## config.mk

```make
export PLATFORM = sky130hd
export DESIGN_NAME = scco_synth_control
export DESIGN_NICKNAME = d
export VERILOG_FILES = /design/src/scco_pkg.sv /design/src/scco_clock_divider.sv /design/src/scco_synth_control.sv
export SDC_FILE = /design/constraint.sdc
export NUM_CORES = 1
export LEC_CHECK = 0
export BUFFER_PORTS_ARGS = -buffer_cell sky130_fd_sc_hd__buf_2
export CORE_AREA = 10 10 76 58
export CTS_BUF_LIST = sky130_fd_sc_hd__clkbuf_4 sky130_fd_sc_hd__clkbuf_8
export CTS_CLUSTER_DIAMETER = 40
export DETAILED_ROUTE_END_ITERATION = 6
export DIE_AREA = 0 0 86 68
export PLACE_DENSITY = 0.7
export SLEW_MARGIN = 0
export SYNTH_ARGS = -nofsm -noshare
export SYNTH_HDL_FRONTEND = slang
export SYNTH_SLANG_ARGS = --single-unit
```

## constraint.sdc

```tcl
create_clock -name clk -period 2.25 [get_ports clk]
set_clock_uncertainty 0.05 [all_clocks]
set_input_delay 0.1125 -clock clk [delete_from_list [all_inputs] [get_ports clk]]
set_output_delay 0.1125 -clock clk [all_outputs]
set_load 0.01 [all_outputs]
```

## src/scco_pkg.sv

```systemverilog
// Package of constants for the synthesizer control and clock output block
package scco_pkg;
    // Divider field width for the clock output
    localparam int DIV_WIDTH = 5;
    localparam logic [DIV_WIDTH-1:0] DIV_RESET = 5'h0F;
    // Power-up state of the clock output enable
    localparam logic CLKOUT_EN_RESET = 1'b1;
    // Band select encodings
    localparam logic [1:0] BAND_863_870 = 2'h2;
    localparam logic [1:0] BAND_902_915 = 2'h0;
    localparam logic [1:0] BAND_915_928 = 2'h1;
    localparam logic [1:0] BAND_950_960 = 2'h2;
    // Trim step in millivolts and trim width
    localparam int TRIM_STEP_MV = 60;
    localparam int TRIM_WIDTH = 2;
    localparam int TUNE_WIDTH = 8;
    // Reference divider advisory limits
    localparam int REF_DIV_MIN = 64;
    localparam int REF_DIV_MAX = 169;
    localparam int REF_DIV_ADVISED = 119;
    localparam int REF_DIV_WIDTH = 8;
    localparam int PS_WIDTH = 8;
    // Operating modes
    typedef enum logic [2:0] {
        SCCO_SLEEP = 3'h0,
        SCCO_STBY = 3'h1,
        SCCO_FS = 3'h2,
        SCCO_RX = 3'h3,
        SCCO_TX = 3'h4
    } scco_mode_type;
endpackage : scco_pkg

```

## src/scco_clock_divider.sv

```systemverilog
// Clock output divider that produces a toggling output from clock enables
`timescale 1ns/10ps
module scco_clock_divider
    import scco_pkg::*;
(
    // Clock and reset
    input wire logic clk,
    input wire logic reset_n,
    // Control
    input wire logic run,
    input wire logic [scco_pkg::DIV_WIDTH-1:0] divider,
    // Output
    output logic clock_out
);
    logic [scco_pkg::DIV_WIDTH-1:0] count;

    // Half period is divider+1 cycles; a stopped divider parks low
    always_ff @(posedge clk or negedge reset_n) begin
        if (!reset_n) begin
            count <= 5'h00;
            clock_out <= 1'b0;
        end else if (!run) begin
            count <= 5'h00;
            clock_out <= 1'b0;
        end else if (count >= divider) begin
            count <= 5'h00;
            clock_out <= ~clock_out;
        end else begin
            count <= count + 5'h01;
        end
    end
endmodule : scco_clock_divider

```

## src/scco_synth_control.sv

```systemverilog
// Synthesizer control: clock output, band and trim, lock flag and pin
//
// How it works
// - With enable set, drive half-rate reference or divided reference on clock output.
// - Clock output runs in all modes except Sleep, where it stops.
// - Clock output enable comes up set after reset, no write needed.
// - Each trim step raises tuning voltage code by one 60 mV step.
// - Lock flag is readable; host clears it by writing one.
// - With lock pin enable set, lock status drives the lock pin.
`timescale 1ns/10ps
module scco_synth_control
    import scco_pkg::*;
(
    // Clock and reset
    input wire logic clk,
    input wire logic reset_n,
    // Mode and configuration writes
    input wire scco_pkg::scco_mode_type mode,
    input wire logic clock_out_enable_write,
    input wire logic clock_out_enable_value,
    input wire logic [scco_pkg::DIV_WIDTH-1:0] clock_out_divider,
    input wire logic clock_out_divided,
    input wire logic [1:0] band_select,
    input wire logic [scco_pkg::TRIM_WIDTH-1:0] oscillator_trim,
    input wire logic lock_pin_enable,
    input wire logic lock_flag_clear,
    input wire logic [scco_pkg::REF_DIV_WIDTH-1:0] ref_divider,
    input wire logic [scco_pkg::PS_WIDTH-1:0] p_divider,
    input wire logic [scco_pkg::PS_WIDTH-1:0] s_divider,
    // Lock detector from the analog loop, asynchronous
    input wire logic lock_detect,
    // Status and pins
    output logic clock_out_enable,
    output logic clock_out,
    output logic lock_flag,
    output logic lock_pin,
    output logic [1:0] band_code,
    output logic [scco_pkg::TUNE_WIDTH-1:0] tune_offset_mv,
    output logic divider_setting_ok
);
    import scco_pkg::*;

    logic lock_meta;
    logic lock_sync;
    logic run;
    logic div_clock;

    // Two-stage synchroniser for the analog lock detector
    always_ff @(posedge clk or negedge reset_n) begin
        if (!reset_n) begin
            lock_meta <= 1'b0;
            lock_sync <= 1'b0;
        end else begin
            lock_meta <= lock_detect;
            lock_sync <= lock_meta;
        end
    end

    // Enable comes up set so a host can boot from this clock
    always_ff @(posedge clk or negedge reset_n) begin
        if (!reset_n) begin
            clock_out_enable <= CLKOUT_EN_RESET;
        end else if (clock_out_enable_write) begin
            clock_out_enable <= clock_out_enable_value;
        end
    end

    // Sleep gates the output regardless of enable
    assign run = clock_out_enable && (mode != SCCO_SLEEP);

    scco_clock_divider u_divider (
        .clk(clk),
        .reset_n(reset_n),
        .run(run && clock_out_divided),
        .divider(clock_out_divider),
        .clock_out(div_clock)
    );

    // Undivided path toggles this register every cycle, giving half the reference rate;
    // the output always comes straight from this register, so it is glitch-free
    always_ff @(posedge clk or negedge reset_n) begin
        if (!reset_n) begin
            clock_out <= 1'b0;
        end else if (!run) begin
            clock_out <= 1'b0;
        end else if (clock_out_divided) begin
            clock_out <= div_clock;
        end else begin
            clock_out <= ~clock_out;
        end
    end

    // Sticky flag: a new lock in the clear cycle wins over the clear
    always_ff @(posedge clk or negedge reset_n) begin
        if (!reset_n) begin
            lock_flag <= 1'b0;
        end else if (lock_sync) begin
            lock_flag <= 1'b1;
        end else if (lock_flag_clear) begin
            lock_flag <= 1'b0;
        end
    end

    // Lock pin mirrors live lock status when enabled
    always_ff @(posedge clk or negedge reset_n) begin
        if (!reset_n) begin
            lock_pin <= 1'b0;
        end else begin
            lock_pin <= lock_pin_enable && lock_sync;
        end
    end

    // Band code passed to the oscillator, trim scaled to millivolts
    always_ff @(posedge clk or negedge reset_n) begin
        if (!reset_n) begin
            band_code <= BAND_902_915;
            tune_offset_mv <= 8'h00;
        end else begin
            band_code <= band_select;
            tune_offset_mv <= TUNE_WIDTH'(oscillator_trim * TRIM_STEP_MV);
        end
    end

    // Advisory check only; the device still accepts any value
    always_ff @(posedge clk or negedge reset_n) begin
        if (!reset_n) begin
            divider_setting_ok <= 1'b0;
        end else begin
            divider_setting_ok <= (32'(ref_divider) >= REF_DIV_MIN) && (32'(ref_divider) <= REF_DIV_MAX)
                && (9'(s_divider) < 9'(p_divider) + 9'h001);
        end
    end
endmodule : scco_synth_control

```

# Word level (Yosys, flattened, before mapping)
# Index checks and enable logic that the tools add are counted.
# totals
ff_bits,21
in_bits,44
out_inout_bits,15
wordCells,36
# op_classes
add_sub_neg,2
mul,1
order_cmp,4
eq_ne,1
mux,8
bitwise,2
n_reduce_logical,7
# op_table
operator,n
two-way mux 5 bit,2
"adder 8 x 1 -> 9 bit, second input constant",1
< comparator 8 x 9 -> 1 bit,1
">= comparator 8 x 7 -> 1 bit, second input constant",1
"less-or-equal comparator 8 bit, second input constant",1
"multiplier 2 x 4 -> 6 bit, second input constant",1
two-way mux 1 bit,6
"adder 5 x 1 -> 5 bit, second input constant",1
>= comparator 5 bit,1
logical AND 1 bit,5
nonzero test 3 bit,1
"!= test 2 bit, second input constant",1
inverter 1 bit,2
nonzero test 2 bit,1

# Logic depth before layout (Yosys ltp)
# Gate-level depths: netlist (run 1).
# logic_depth
depth_word,4
ltp_mapped,9
mapped_depth_nobuf,9

# Hierarchy
# A second synthesis (run 1) with hierarchy kept.
# hier_totals
cells_unflattened,108
area_unflattened_um2,1173.6
# modules_own_cells
module,instances,cells_each,area_each_um2,seq_area_each_um2
scco_synth_control,1,71,795.8,351.6
scco_clock_divider,1,37,377.9,150.1

# Least setup slack after synthesis (run 1)
# OpenSTA, ideal clock, no wires.
# synth_timing
path_kind,input port to flip-flop
startpoint,in p_divider[0] (netlist name)
endpoint,reg divider_setting_ok
setup_ns,0.094
t_arrival_ns,1.505
required_time_ns,2.106
setup_slack_ns,0.601
path_stages,9
n_path_buf,0
path_cell_list,ha_1 -> and3_1 -> nand3_1 -> xor2_1 -> ha_1 -> nand4_1 -> nor2_1 -> a21o_1 -> a221oi_2
# synth_between
elab_chain_cells,3
# synth_lines
element,line_no,rtl
from (decl),scco_synth_control.sv:28,"input wire logic [scco_pkg::PS_WIDTH-1:0] p_divider,"
adder 8 x 1 -> 9 bit,scco_synth_control.sv:130,&& (9'(s_divider) < 9'(p_divider) + 9'h001);
< comparator 8 x 9 -> 1 bit,scco_synth_control.sv:130,
logical AND 1 bit,scco_synth_control.sv:130,
to (signal assigned),scco_synth_control.sv:129,divider_setting_ok <= (32'(ref_divider) >= REF_DIV_MIN) && (32'(ref_divider) <= REF_DIV_MAX)
to (decl),scco_synth_control.sv:39,output logic divider_setting_ok
# Every way passes these cells.
# A chain may end at the register's enable or synchronous reset.

# Worst setup path after layout (run 1)
# Same ends and word-level chain as after synthesis.

==> results of run 1 <==
-- per-layer routing --
layer / share of wire (%) / vias up
met2: 53 / 36
met3: 9.5 / 0
met4: 0 / 0
met5: 0 / -
met1: 37 / 438
li1: - / 493
-- sequential cells by signal, summed over array words and instances, names as in the netlist --
register,cells
clock_out_enable,1
u_divider.clock_out,1
divider_setting_ok,1
lock_meta,1
u_divider.count,5
lock_pin,1
tune_offset_mv,5
lock_sync,1
clock_out,1
lock_flag,1
band_code,2
-- synth_stat cells (2+ instances only) --
library cell  number
xnor2_1            4
a21o_1             3
nand3_1            6
a21oi_1            3
dfrtp_1           19
ha_1              17
buf_4              3
inv_1             11
o21ai_1            2
xor2_1             5
o311a_1            2
nand2_1            5
nand2b_1           2
and3_1             3
o21ai_0            3
nor2_1             9
-- critical path, stage by stage --
cell and delay, ns:
buf_2 0.11, ha_1 0.21, and3_1 0.22, nand3_1 0.10, xor2_1 0.15, ha_1 0.26, nand4_1 0.10, nor2_1 0.05
a21o_1 0.18, a221oi_2 0.23
-- power breakdown --
part	internal [mW]	leakage (nW)	switching (mW)
combinational	0.0835	0.567	0.0826
clock	0.155	0.0288	0.107
sequential	0.380	0.249	0.00826
total	0.619	0.845	0.198
-- cell usage in the layout (no fill, tap or decap), types with 3 or more instances in the layout --
cell type	netlist	routed
clkbuf_8	0	4
nor2_1	9	9
dlygate4sd3_1	0	6
o21ai_0	3	3
nand3_1	6	6
xor2_1	5	5
a21o_1	3	3
ha_1	17	17
dfrtp_1	19	19
nand2_1	5	5
buf_2	0	55
xnor2_1	4	4
a21oi_1	3	3
inv_1	11	11
and3_1	3	3
-- logic make-up after synthesis --
group           after synthesis  synth area share (%)
simple gates                 28                  11.4
flops                        20                  43.5
compound gates               18                  12.1
fa+ha+maj                    17                  18.5
buf+inv                      14                  5.54
xor+xnor                      9                  6.84
mux                           2                  1.85
other cells                   1                 0.325
-- metrics by stage --
| stage | hold slack (ns) | instance area, sq um | worst slack (ns) | std cells |
|---|---|---|---|---|
| final | 0.0256 | 1570 | 0.629 | 210 |
| after global routing | 0.0419 | 1570 | 0.530 | 210 |
| after CTS | 0.0250 | 1570 | 0.640 | 210 |
| after detailed placement | 0.0282 | 1460 | 0.374 | 200 |
| after global placement | 0.0196 | 1460 | 0.397 | 200 |
| after floorplan | -0.233 | 1160 | 0.601 | 110 |
-- area by class of cell --
class                      count  area [sq um]  area share, %
clock buffer                   4          55.1           3.50
sequential                    20           502           31.9
timing repair buffer          61           335           21.3
multi-input combinational     76           591           37.6
tap                           38          47.5           3.03
inverter                      11          41.3           2.63
-- path summary, 6_finish.rpt --
path	from	end	slack, ns	cells after the start
worst max register to register	u_divider.count[2]$_DFF_PN0_	u_divider.count[0]$_DFF_PN0_	0.71	5
worst min-delay path	lock_pin_enable	lock_pin$_DFF_PN0_	0.03	2
worst max-delay path	p_divider[0]	divider_setting_ok$_DFF_PN0_	0.63	10
min in group asynchronous	reset_n	clock_out$_DFF_PN0_	0.28	2
max in group asynchronous	reset_n	clock_out_enable$_DFFE_PN1P_	1.54	2
worst min register to register	lock_meta$_DFF_PN0_	lock_sync$_DFF_PN0_	0.30	0
==> metrics, run 1 <==
vias post-DR=967; M1 GR Usage=8.92%; pwr/cell area=520 nW/um^2; CP Launch Type=input pin; total chip power=0.817 mW; Final setup viols=0; post_cts resized=0; largest net degree at the start of global routing=21; nets=234; CTS tree=built; Mapped Area=1150 sq um; fraction of registers with async set/reset=100%; remaining antenna violation count=0; Clock transition at path regs=0.07 ns; CTS Root Cell=clkbuf_8; core area=3040 sq um; M3 GR Usage=4.03%; vias in the first global route=1056; outcome=finished clean; RSZ-0062 raised after global routing=no; post-synth top area share=41.3%; FILL cells=281; CTS Buffer Depth=2; PortBufs=55; Die X=86 um; post-DR wirelength/cell=12.7 um; first-pass GRT wire length=4410 um; Iter 0 DRT Violations=14; hold buffer count at cts=6; routed vias/inst=4.60; All-Layer GR Usage=8.92%; leak pwr=0.845 nW; Period minus WS final=1.62 ns; area grow syn2layout=36.4%; diodes inserted=0; Peak Freq=617 MHz; share of cells above drive strength 1=37.2%; final WL=2660 um; row cnt=17; max-slew violation count=0; Synth area leaders=dfrtp_1 (41%), ha_1 (18%), xor2_1 (3.8%), inv_1 (3.6%), xnor2_1 (3.0%); H-Tree Depth=1; mean post-synth cell area=10.6 sq um; Critical Path RT=2.36 ns; Congestion Overflow GR=0; GR peak layer=met2; Final HPWL DP=2310 um; met2 usage=16.9%; endpoints failing hold=0; gpl congestion=0.706; # Max-Cap Violations=0; starting density of the core=37.9%; Clock Latency Late Sink=0.25 ns; # clock sinks=20; cells after synthesis=109; register area share after synthesis=43.5%; Setup Crit Path Kind=in2reg; Synthesis Warnings=0; distinct cell type count after synthesis=28; Final period util=72.0%; # DRC=0; die height=68 um; I/O pin cnt=59; area leader, netlist=dfrtp_1; postcts setup bufs=0; Max FO, Critical Path=3; Synth Register Bits=20; CP Capture Type=register; Finished Core Util=51.7%; initial antenna violation count=0; number of synthesized flops with an enable pin=0; Worst VDD drop=0.000250 V; TritonCTS Buffers=3; worst min-delay path class=in2reg; die area=5850 sq um; drt first pass iters=4; ys flop type=dfrtp_1; Fin Setup TNS=0 ns; WP data arrival=1.73 ns
Note: power is estimated with default switching activity, not from simulation.
==> run 2: changes to the inputs <==
- PLACE_DENSITY: 0.7 -> 0.73
- clock period: 2.25 -> 1.4 ns (I/O delays scaled with it)
==> run 2 against run 1 <==
Effect of this change: the flow now finishes with violations (negative setup slack); total power increased by 86%; critical path type is now reg2reg; largest power group unchanged; combinational power increased by 100%; critical endpoint is now u_divider.clock_out$_DFFE_PN0P_; die area did not move.
==> metrics, run 2 (synthesized netlist as in run 1, its figures left out) <==
# clock sinks=20 (unchanged); M3 GR Usage=4.03% (unchanged); crit path cell chain=ha_4, a21o_1, a31oi_4, o21ai_2, mux2i_1; Peak Freq=712 MHz; WP data arrival=1.50 ns (-0.23 ns); Clock Latency Late Sink=0.25 ns (about the same); area grow syn2layout=57.7%; TritonCTS Buffers=3 (unchanged); final WL=3030 um (+14%); commonest non-fill, non-tap cell in the layout=buf_2; Finished Core Util=59.7% (+8.1 points); # Max-Cap Violations=0 (unchanged); Setup Crit Path Kind=reg2reg; routed vias/inst=4.70 (+2.0%); GR peak layer=met2; Period minus WS final=1.40 ns; outcome=finished, violations left; Clock transition at path regs=0.07 ns (about the same); worst hold slack=0.00335 ns (-0.0222 ns); total chip power=1.52 mW (+86%); core area=3040 sq um (unchanged); post-DR wirelength/cell=13.6 um (+7.8%); share of cells above drive strength 1=47.8% (+11 points); leak pwr=0.925 nW (+9.5%); violations in the final reports=negative setup slack; remaining antenna violation count=0 (unchanged); vias post-DR=1043 (+7.9%); endpoints failing hold=0 (unchanged); Final HPWL DP=2490 um (+7.7%); Congestion Overflow GR=0 (unchanged); Worst path max stage delay=0.41 ns (+0.15 ns); row cnt=17 (unchanged); Fin Setup TNS=-0.00391 ns (-0.00391 ns); CP Capture Type=register; pwr/cell area=838 nW/um^2 (+61%); Final period util=100%; H-Tree Depth=1 (unchanged); die area=5850 sq um (unchanged); CTS Buffer Depth=2 (unchanged); M1 GR Usage=9.38% (+0.45 points); Final setup viols=1 (+1); starting density of the core=37.9% (unchanged); Setup WS post-layout=-0.00391 ns (-0.633 ns); Iter 0 DRT Violations=12 (-2); highest-delay cell along the critical path=dfrtp_1; # DRC=0 (unchanged); All-Layer GR Usage=10.3% (+1.4 points); Critical Path RT=1.49 ns (-0.87 ns); I/O pin cnt=59 (unchanged); largest net degree at the start of global routing=21 (unchanged); first-pass GRT wire length=4990 um (+13%); nets=246 (+5.1%); vias in the first global route=1183 (+12%); CTS Root Cell=clkbuf_8; PortBufs=55 (unchanged); max-slew violation count=0 (unchanged); die height=68 um (unchanged); drt first pass iters=4 (unchanged); CP Launch Type=register; biggest regs=tune_offset_mv x5, u_divider.count x5, band_code x2; most frequent cells in the layout=buf_2 (52), dfrtp_1 (19), ha_1 (15); RSZ-0062 raised after global routing=yes; Worst VDD drop=0.000324 V (+29%); met2 usage=20.5% (+3.5 points); worst min-delay path class=in2reg; gpl congestion=0.780 (+10%); CTS tree=built; diodes inserted=0 (unchanged); Die X=86 um (unchanged); initial antenna violation count=0 (unchanged); Max FO, Critical Path=2 (-1)
==> run 2: changes by cell type in the layout (fill, tap and decap cells not counted), sizes merged <==
cell         delta
buf            +10
bufinv          +1
dlygate4sd3     +2
clkbuf          -1
==> run 2: worst paths after layout <==
path                                         startpoint                               to  slack, ns  cells after the start
setup / recovery           u_divider.count[2]$_DFF_PN0_  u_divider.clock_out$_DFFE_PN0P_     -0.004                      5
hold / removal                   clock_out_enable_write     clock_out_enable$_DFFE_PN1P_      0.003                      2
setup reg to reg           u_divider.count[2]$_DFF_PN0_  u_divider.clock_out$_DFFE_PN0P_     -0.004                      5
hold reg to reg                     lock_meta$_DFF_PN0_              lock_sync$_DFF_PN0_       0.30                      0
max in group asynchronous                       reset_n     clock_out_enable$_DFFE_PN1P_       0.75                      2
min in group asynchronous                       reset_n               lock_pin$_DFF_PN0_       0.23                      2
==> run 2: final cells by class <==
cell class / instances / area [sq um]
Clock buffer: 3 / 41.3
Clock inverter: 1 / 30.0
Fill cell: 277 / 1220
Inverter: 11 / 41.3
Multi-Input combinational cell: 76 / 698
Sequential cell: 20 / 502
Tap cell: 38 / 47.5
Timing Repair Buffer: 73 / 457
==> run 2: critical path, delay by kind of cell, from the launching register on <==
kind / cells / cell delay [ns]
AO/OA/AOI/OAI: 3 / 0.47
flip-flops: 1 / 0.41
adder cells (fa/ha/maj): 1 / 0.24
multiplexers: 1 / 0.12
==> run 2: per-layer routing <==
layer,up-vias,wire [um]
li1,516,-
met1,479,1020
met2,42,1710
met3,6,240
met4,0,56
met5,-,0
==> run 2: repair_timing <==
action	CTS	global route
endpoints found under the hold margin	26	0
hold buffers	8	0
endpoints found under the setup margin	7	7
pin swaps	13	7
buffers inserted	0	1
gates resized for setup	10	8
==> run 2: power breakdown <==
| part | internal, mW | switching (mW) | leakage (nW) |
|---|---|---|---|
| logic | 0.178 | 0.160 | 0.641 |
| registers | 0.610 | 0.0127 | 0.249 |
| clock network | 0.381 | 0.181 | 0.0357 |
| total | 1.17 | 0.354 | 0.925 |
==> run 2: metrics by stage <==
stage | cell area [sq um] | setup slack (ns) | instances
floorplan | 1200 | -0.0544 | 110
global placement | 1560 | -0.230 | 209
detailed placement | 1560 | -0.317 | 209
CTS | 1770 | 0.00616 | 221
global route | 1820 | -0.0661 | 222
finish | 1820 | -0.00391 | 222
==> run 3: changes to the inputs <==
- BUFFER_PORTS_ARGS: -buffer_cell sky130_fd_sc_hd__buf_2 -> -buffer_cell sky130_fd_sc_hd__clkbuf_2
- CELL_PAD_IN_SITES_DETAIL_PLACEMENT: not set -> 1
- CELL_PAD_IN_SITES_GLOBAL_PLACEMENT: not set -> 1
- CORE_AREA: 10 10 76 58 -> 10 10 84 65
- DIE_AREA: 0 0 86 68 -> 0 0 94 75
- PLACE_DENSITY: 0.73 -> not set
- PLACE_DENSITY_LB_ADDON: not set -> 0.1
==> run 3 against run 2 <==
Effect of this change: cell count up 7.7%; total power grew 2.0%; cell area increased by 4.2%; sequential power about the same; worst hold slack improved by 0.0094 ns; critical path type is now in2reg; critical endpoint is now divider_setting_ok$_DFF_PN0_; utilization is 10 points lower; sequential share of layout area decreased by 1.0 points; sequential cell count is the same; clock-buffer cell count did not move; highest routed layer is now met3; the run still ends with negative setup slack left; first-iteration DRC count is 17% higher; global-route usage shrank 0.50 points.
==> metrics, run 3 (synthesized netlist as in run 1, its figures left out) <==
Congestion Overflow GR=0 (unchanged); vias post-DR=1045 (+0.19%); final WL=3360 um (+11%); # Max-Cap Violations=0 (unchanged); dpl cell area=1580 sq um (+1.1%); Finished Core Util=49.8% (-10 points); outcome=finished, violations left; TritonCTS Buffers=3 (unchanged); initial antenna violation count=0 (unchanged); Critical Path RT=1.52 ns (+0.03 ns); RSZ-0062 raised after global routing=yes; P_int=1.18 mW (+0.85%); most frequent cells in the layout=clkbuf_2 (52), dfrtp_1 (18), ha_1 (13); non-filler instance count after layout=239 (+7.7%); total chip power=1.55 mW (+2.0%); Clock Latency Late Sink=0.25 ns (about the same); CTS Buffer Depth=2 (unchanged); All-Layer GR Usage=9.85% (-0.50 points); post-DR wirelength/cell=14.1 um (+3.1%); design area=1890 sq um (+4.2%); Period minus WS final=1.46 ns (+0.0583 ns); drt first pass iters=2 (-2); CP delay by family, top=compound AO/OA/AOI/OAI gates; routed vias/inst=4.37 (-6.9%); CTS Root Cell=clkbuf_8; Buf/Inv on CP=1 (+1); share of cells above drive strength 1=51.3% (+3.5 points); starting density of the core=30.3% (-7.6 points); # DRC=0 (unchanged); Final HPWL DP=2810 um (+13%); Levels on crit path=9 (+4); worst min-delay path class=in2reg; area grow syn2layout=64.3%; diodes inserted=0 (unchanged); commonest non-fill, non-tap cell in the layout=clkbuf_2; first-pass GRT wire length=5530 um (+11%); Setup Crit Path Kind=in2reg; # clock sinks=20 (unchanged); Worst path max stage delay=0.34 ns (-0.07 ns); die height=75 um (+10%); Final setup viols=7 (+6); nets=249 (+1.2%); highest-delay cell along the critical path=ha_1; H-Tree Depth=1 (unchanged); largest net degree at the start of global routing=21 (unchanged); crit path cell chain=buf_8, and3_4, nand3_4, xor2_2, ha_1, a21oi_2, o21ai_2, a21o_1, a221oi_2; Die X=94 um (+9.3%); max-slew violation count=0 (unchanged); vias in the first global route=1178 (-0.42%); biggest regs=tune_offset_mv x5, u_divider.count x5, band_code x2; PortBufs=55 (unchanged); Worst Hold Depth=3 (+1); pwr/cell area=821 nW/um^2 (-2.1%); CTS tree=built; Fin Setup TNS=-0.161 ns (-0.157 ns); Max FO, Critical Path=3 (+1); die area=7050 sq um (+21%); Worst VDD drop=0.000619 V (+91%); Iter 0 DRT Violations=14 (+2); Final period util=104% (+4.2 points); remaining antenna violation count=0 (unchanged); Comb power frac=23.1% (+0.9 points); Setup WS post-layout=-0.0622 ns (-0.0583 ns); sequential power share=40.3% (-0.6 points); core area=3800 sq um (+25%); Post-Place Cells=223 (+6.7%); clock share of power=36.7% (-0.2 points); pre-CTS setup slack=-0.327 ns (-0.0101 ns); WP data arrival=1.58 ns (+0.08 ns); CP Capture Type=register; row cnt=19 (+2); leak pwr=0.950 nW (+2.6%); endpoints failing hold=0 (unchanged); Clock transition at path regs=0.08 ns (about the same); gpl congestion=0.753 (-3.4%); FILL cells=435 (+57%); Peak Freq=684 MHz (-4.0%); switching part of the total=24.1% (+0.86 points); R2R depth=5 (unchanged); CP Launch Type=input pin; Sw Pwr=0.374 mW (+5.8%); I/O pin cnt=59 (unchanged); worst hold slack=0.0128 ns (+0.00943 ns); violations in the final reports=negative setup slack
==> run 3: power by group through the flow <==
stage                     clock network, mW  registers [mW]  logic, mW
after floorplan                           0           0.647      0.124
after global placement                    0           0.635      0.280
after detailed placement                  0           0.636      0.293
after CTS                             0.589           0.625      0.330
after global routing                  0.635           0.628      0.403
final                                 0.570           0.626      0.358
==> run 3: routing by layer <==
layer / up-vias / share of wire, % / global-route usage (%)
met5: - / 0 / 0
met4: 0 / 0 / 0.504
met3: 0 / 6.2 / 4.37
met2: 22 / 54 / 18.6
met1: 496 / 40 / 10.5
li1: 527 / - / -
==> run 3: timing repair <==
action,in CTS,in global routing
endpoints found under the setup margin,7,7
setup buffers,0,3
hold buffers,9,0
gates resized for setup,5,22
pin swaps,12,12
hold endpoints to repair,26,0
==> run 3: path summary, 6_finish.rpt <==
| kind | from | endpoint | slack, ns |
|---|---|---|---|
| max | p_divider[1] | divider_setting_ok$_DFF_PN0_ | -0.06 |
| min | lock_flag_clear | lock_flag$_DFFE_PN0P_ | 0.01 |
| max reg2reg | u_divider.count[2]$_DFF_PN0_ | u_divider.count[2]$_DFF_PN0_ | -0.03 |
| min reg2reg | lock_meta$_DFF_PN0_ | lock_sync$_DFF_PN0_ | 0.31 |
| max in group asynchronous | reset_n | u_divider.count[1]$_DFF_PN0_ | 0.69 |
| min in group asynchronous | reset_n | band_code[1]$_DFF_PN0_ | 0.25 |
==> run 3: worst register-to-register path: stages (launching register included) <==
cell,delay [ns]
dfrtp_1,0.41
ha_4,0.28
a21o_1,0.16
a31oi_4,0.06
o211ai_4,0.29
nor2_1,0.07
==> run 3: layout make-up <==
| class | instances | area, sq um | area share (%) |
|---|---|---|---|
| Clock inverter | 1 | 30.0 | 1.59 |
| Multi-Input combinational cell | 76 | 731 | 38.6 |
| Tap cell | 52 | 65.1 | 3.44 |
| Inverter | 11 | 41.3 | 2.18 |
| Sequential cell | 20 | 503 | 26.6 |
| Timing Repair Buffer | 76 | 482 | 25.4 |
| Clock buffer | 3 | 41.3 | 2.18 |
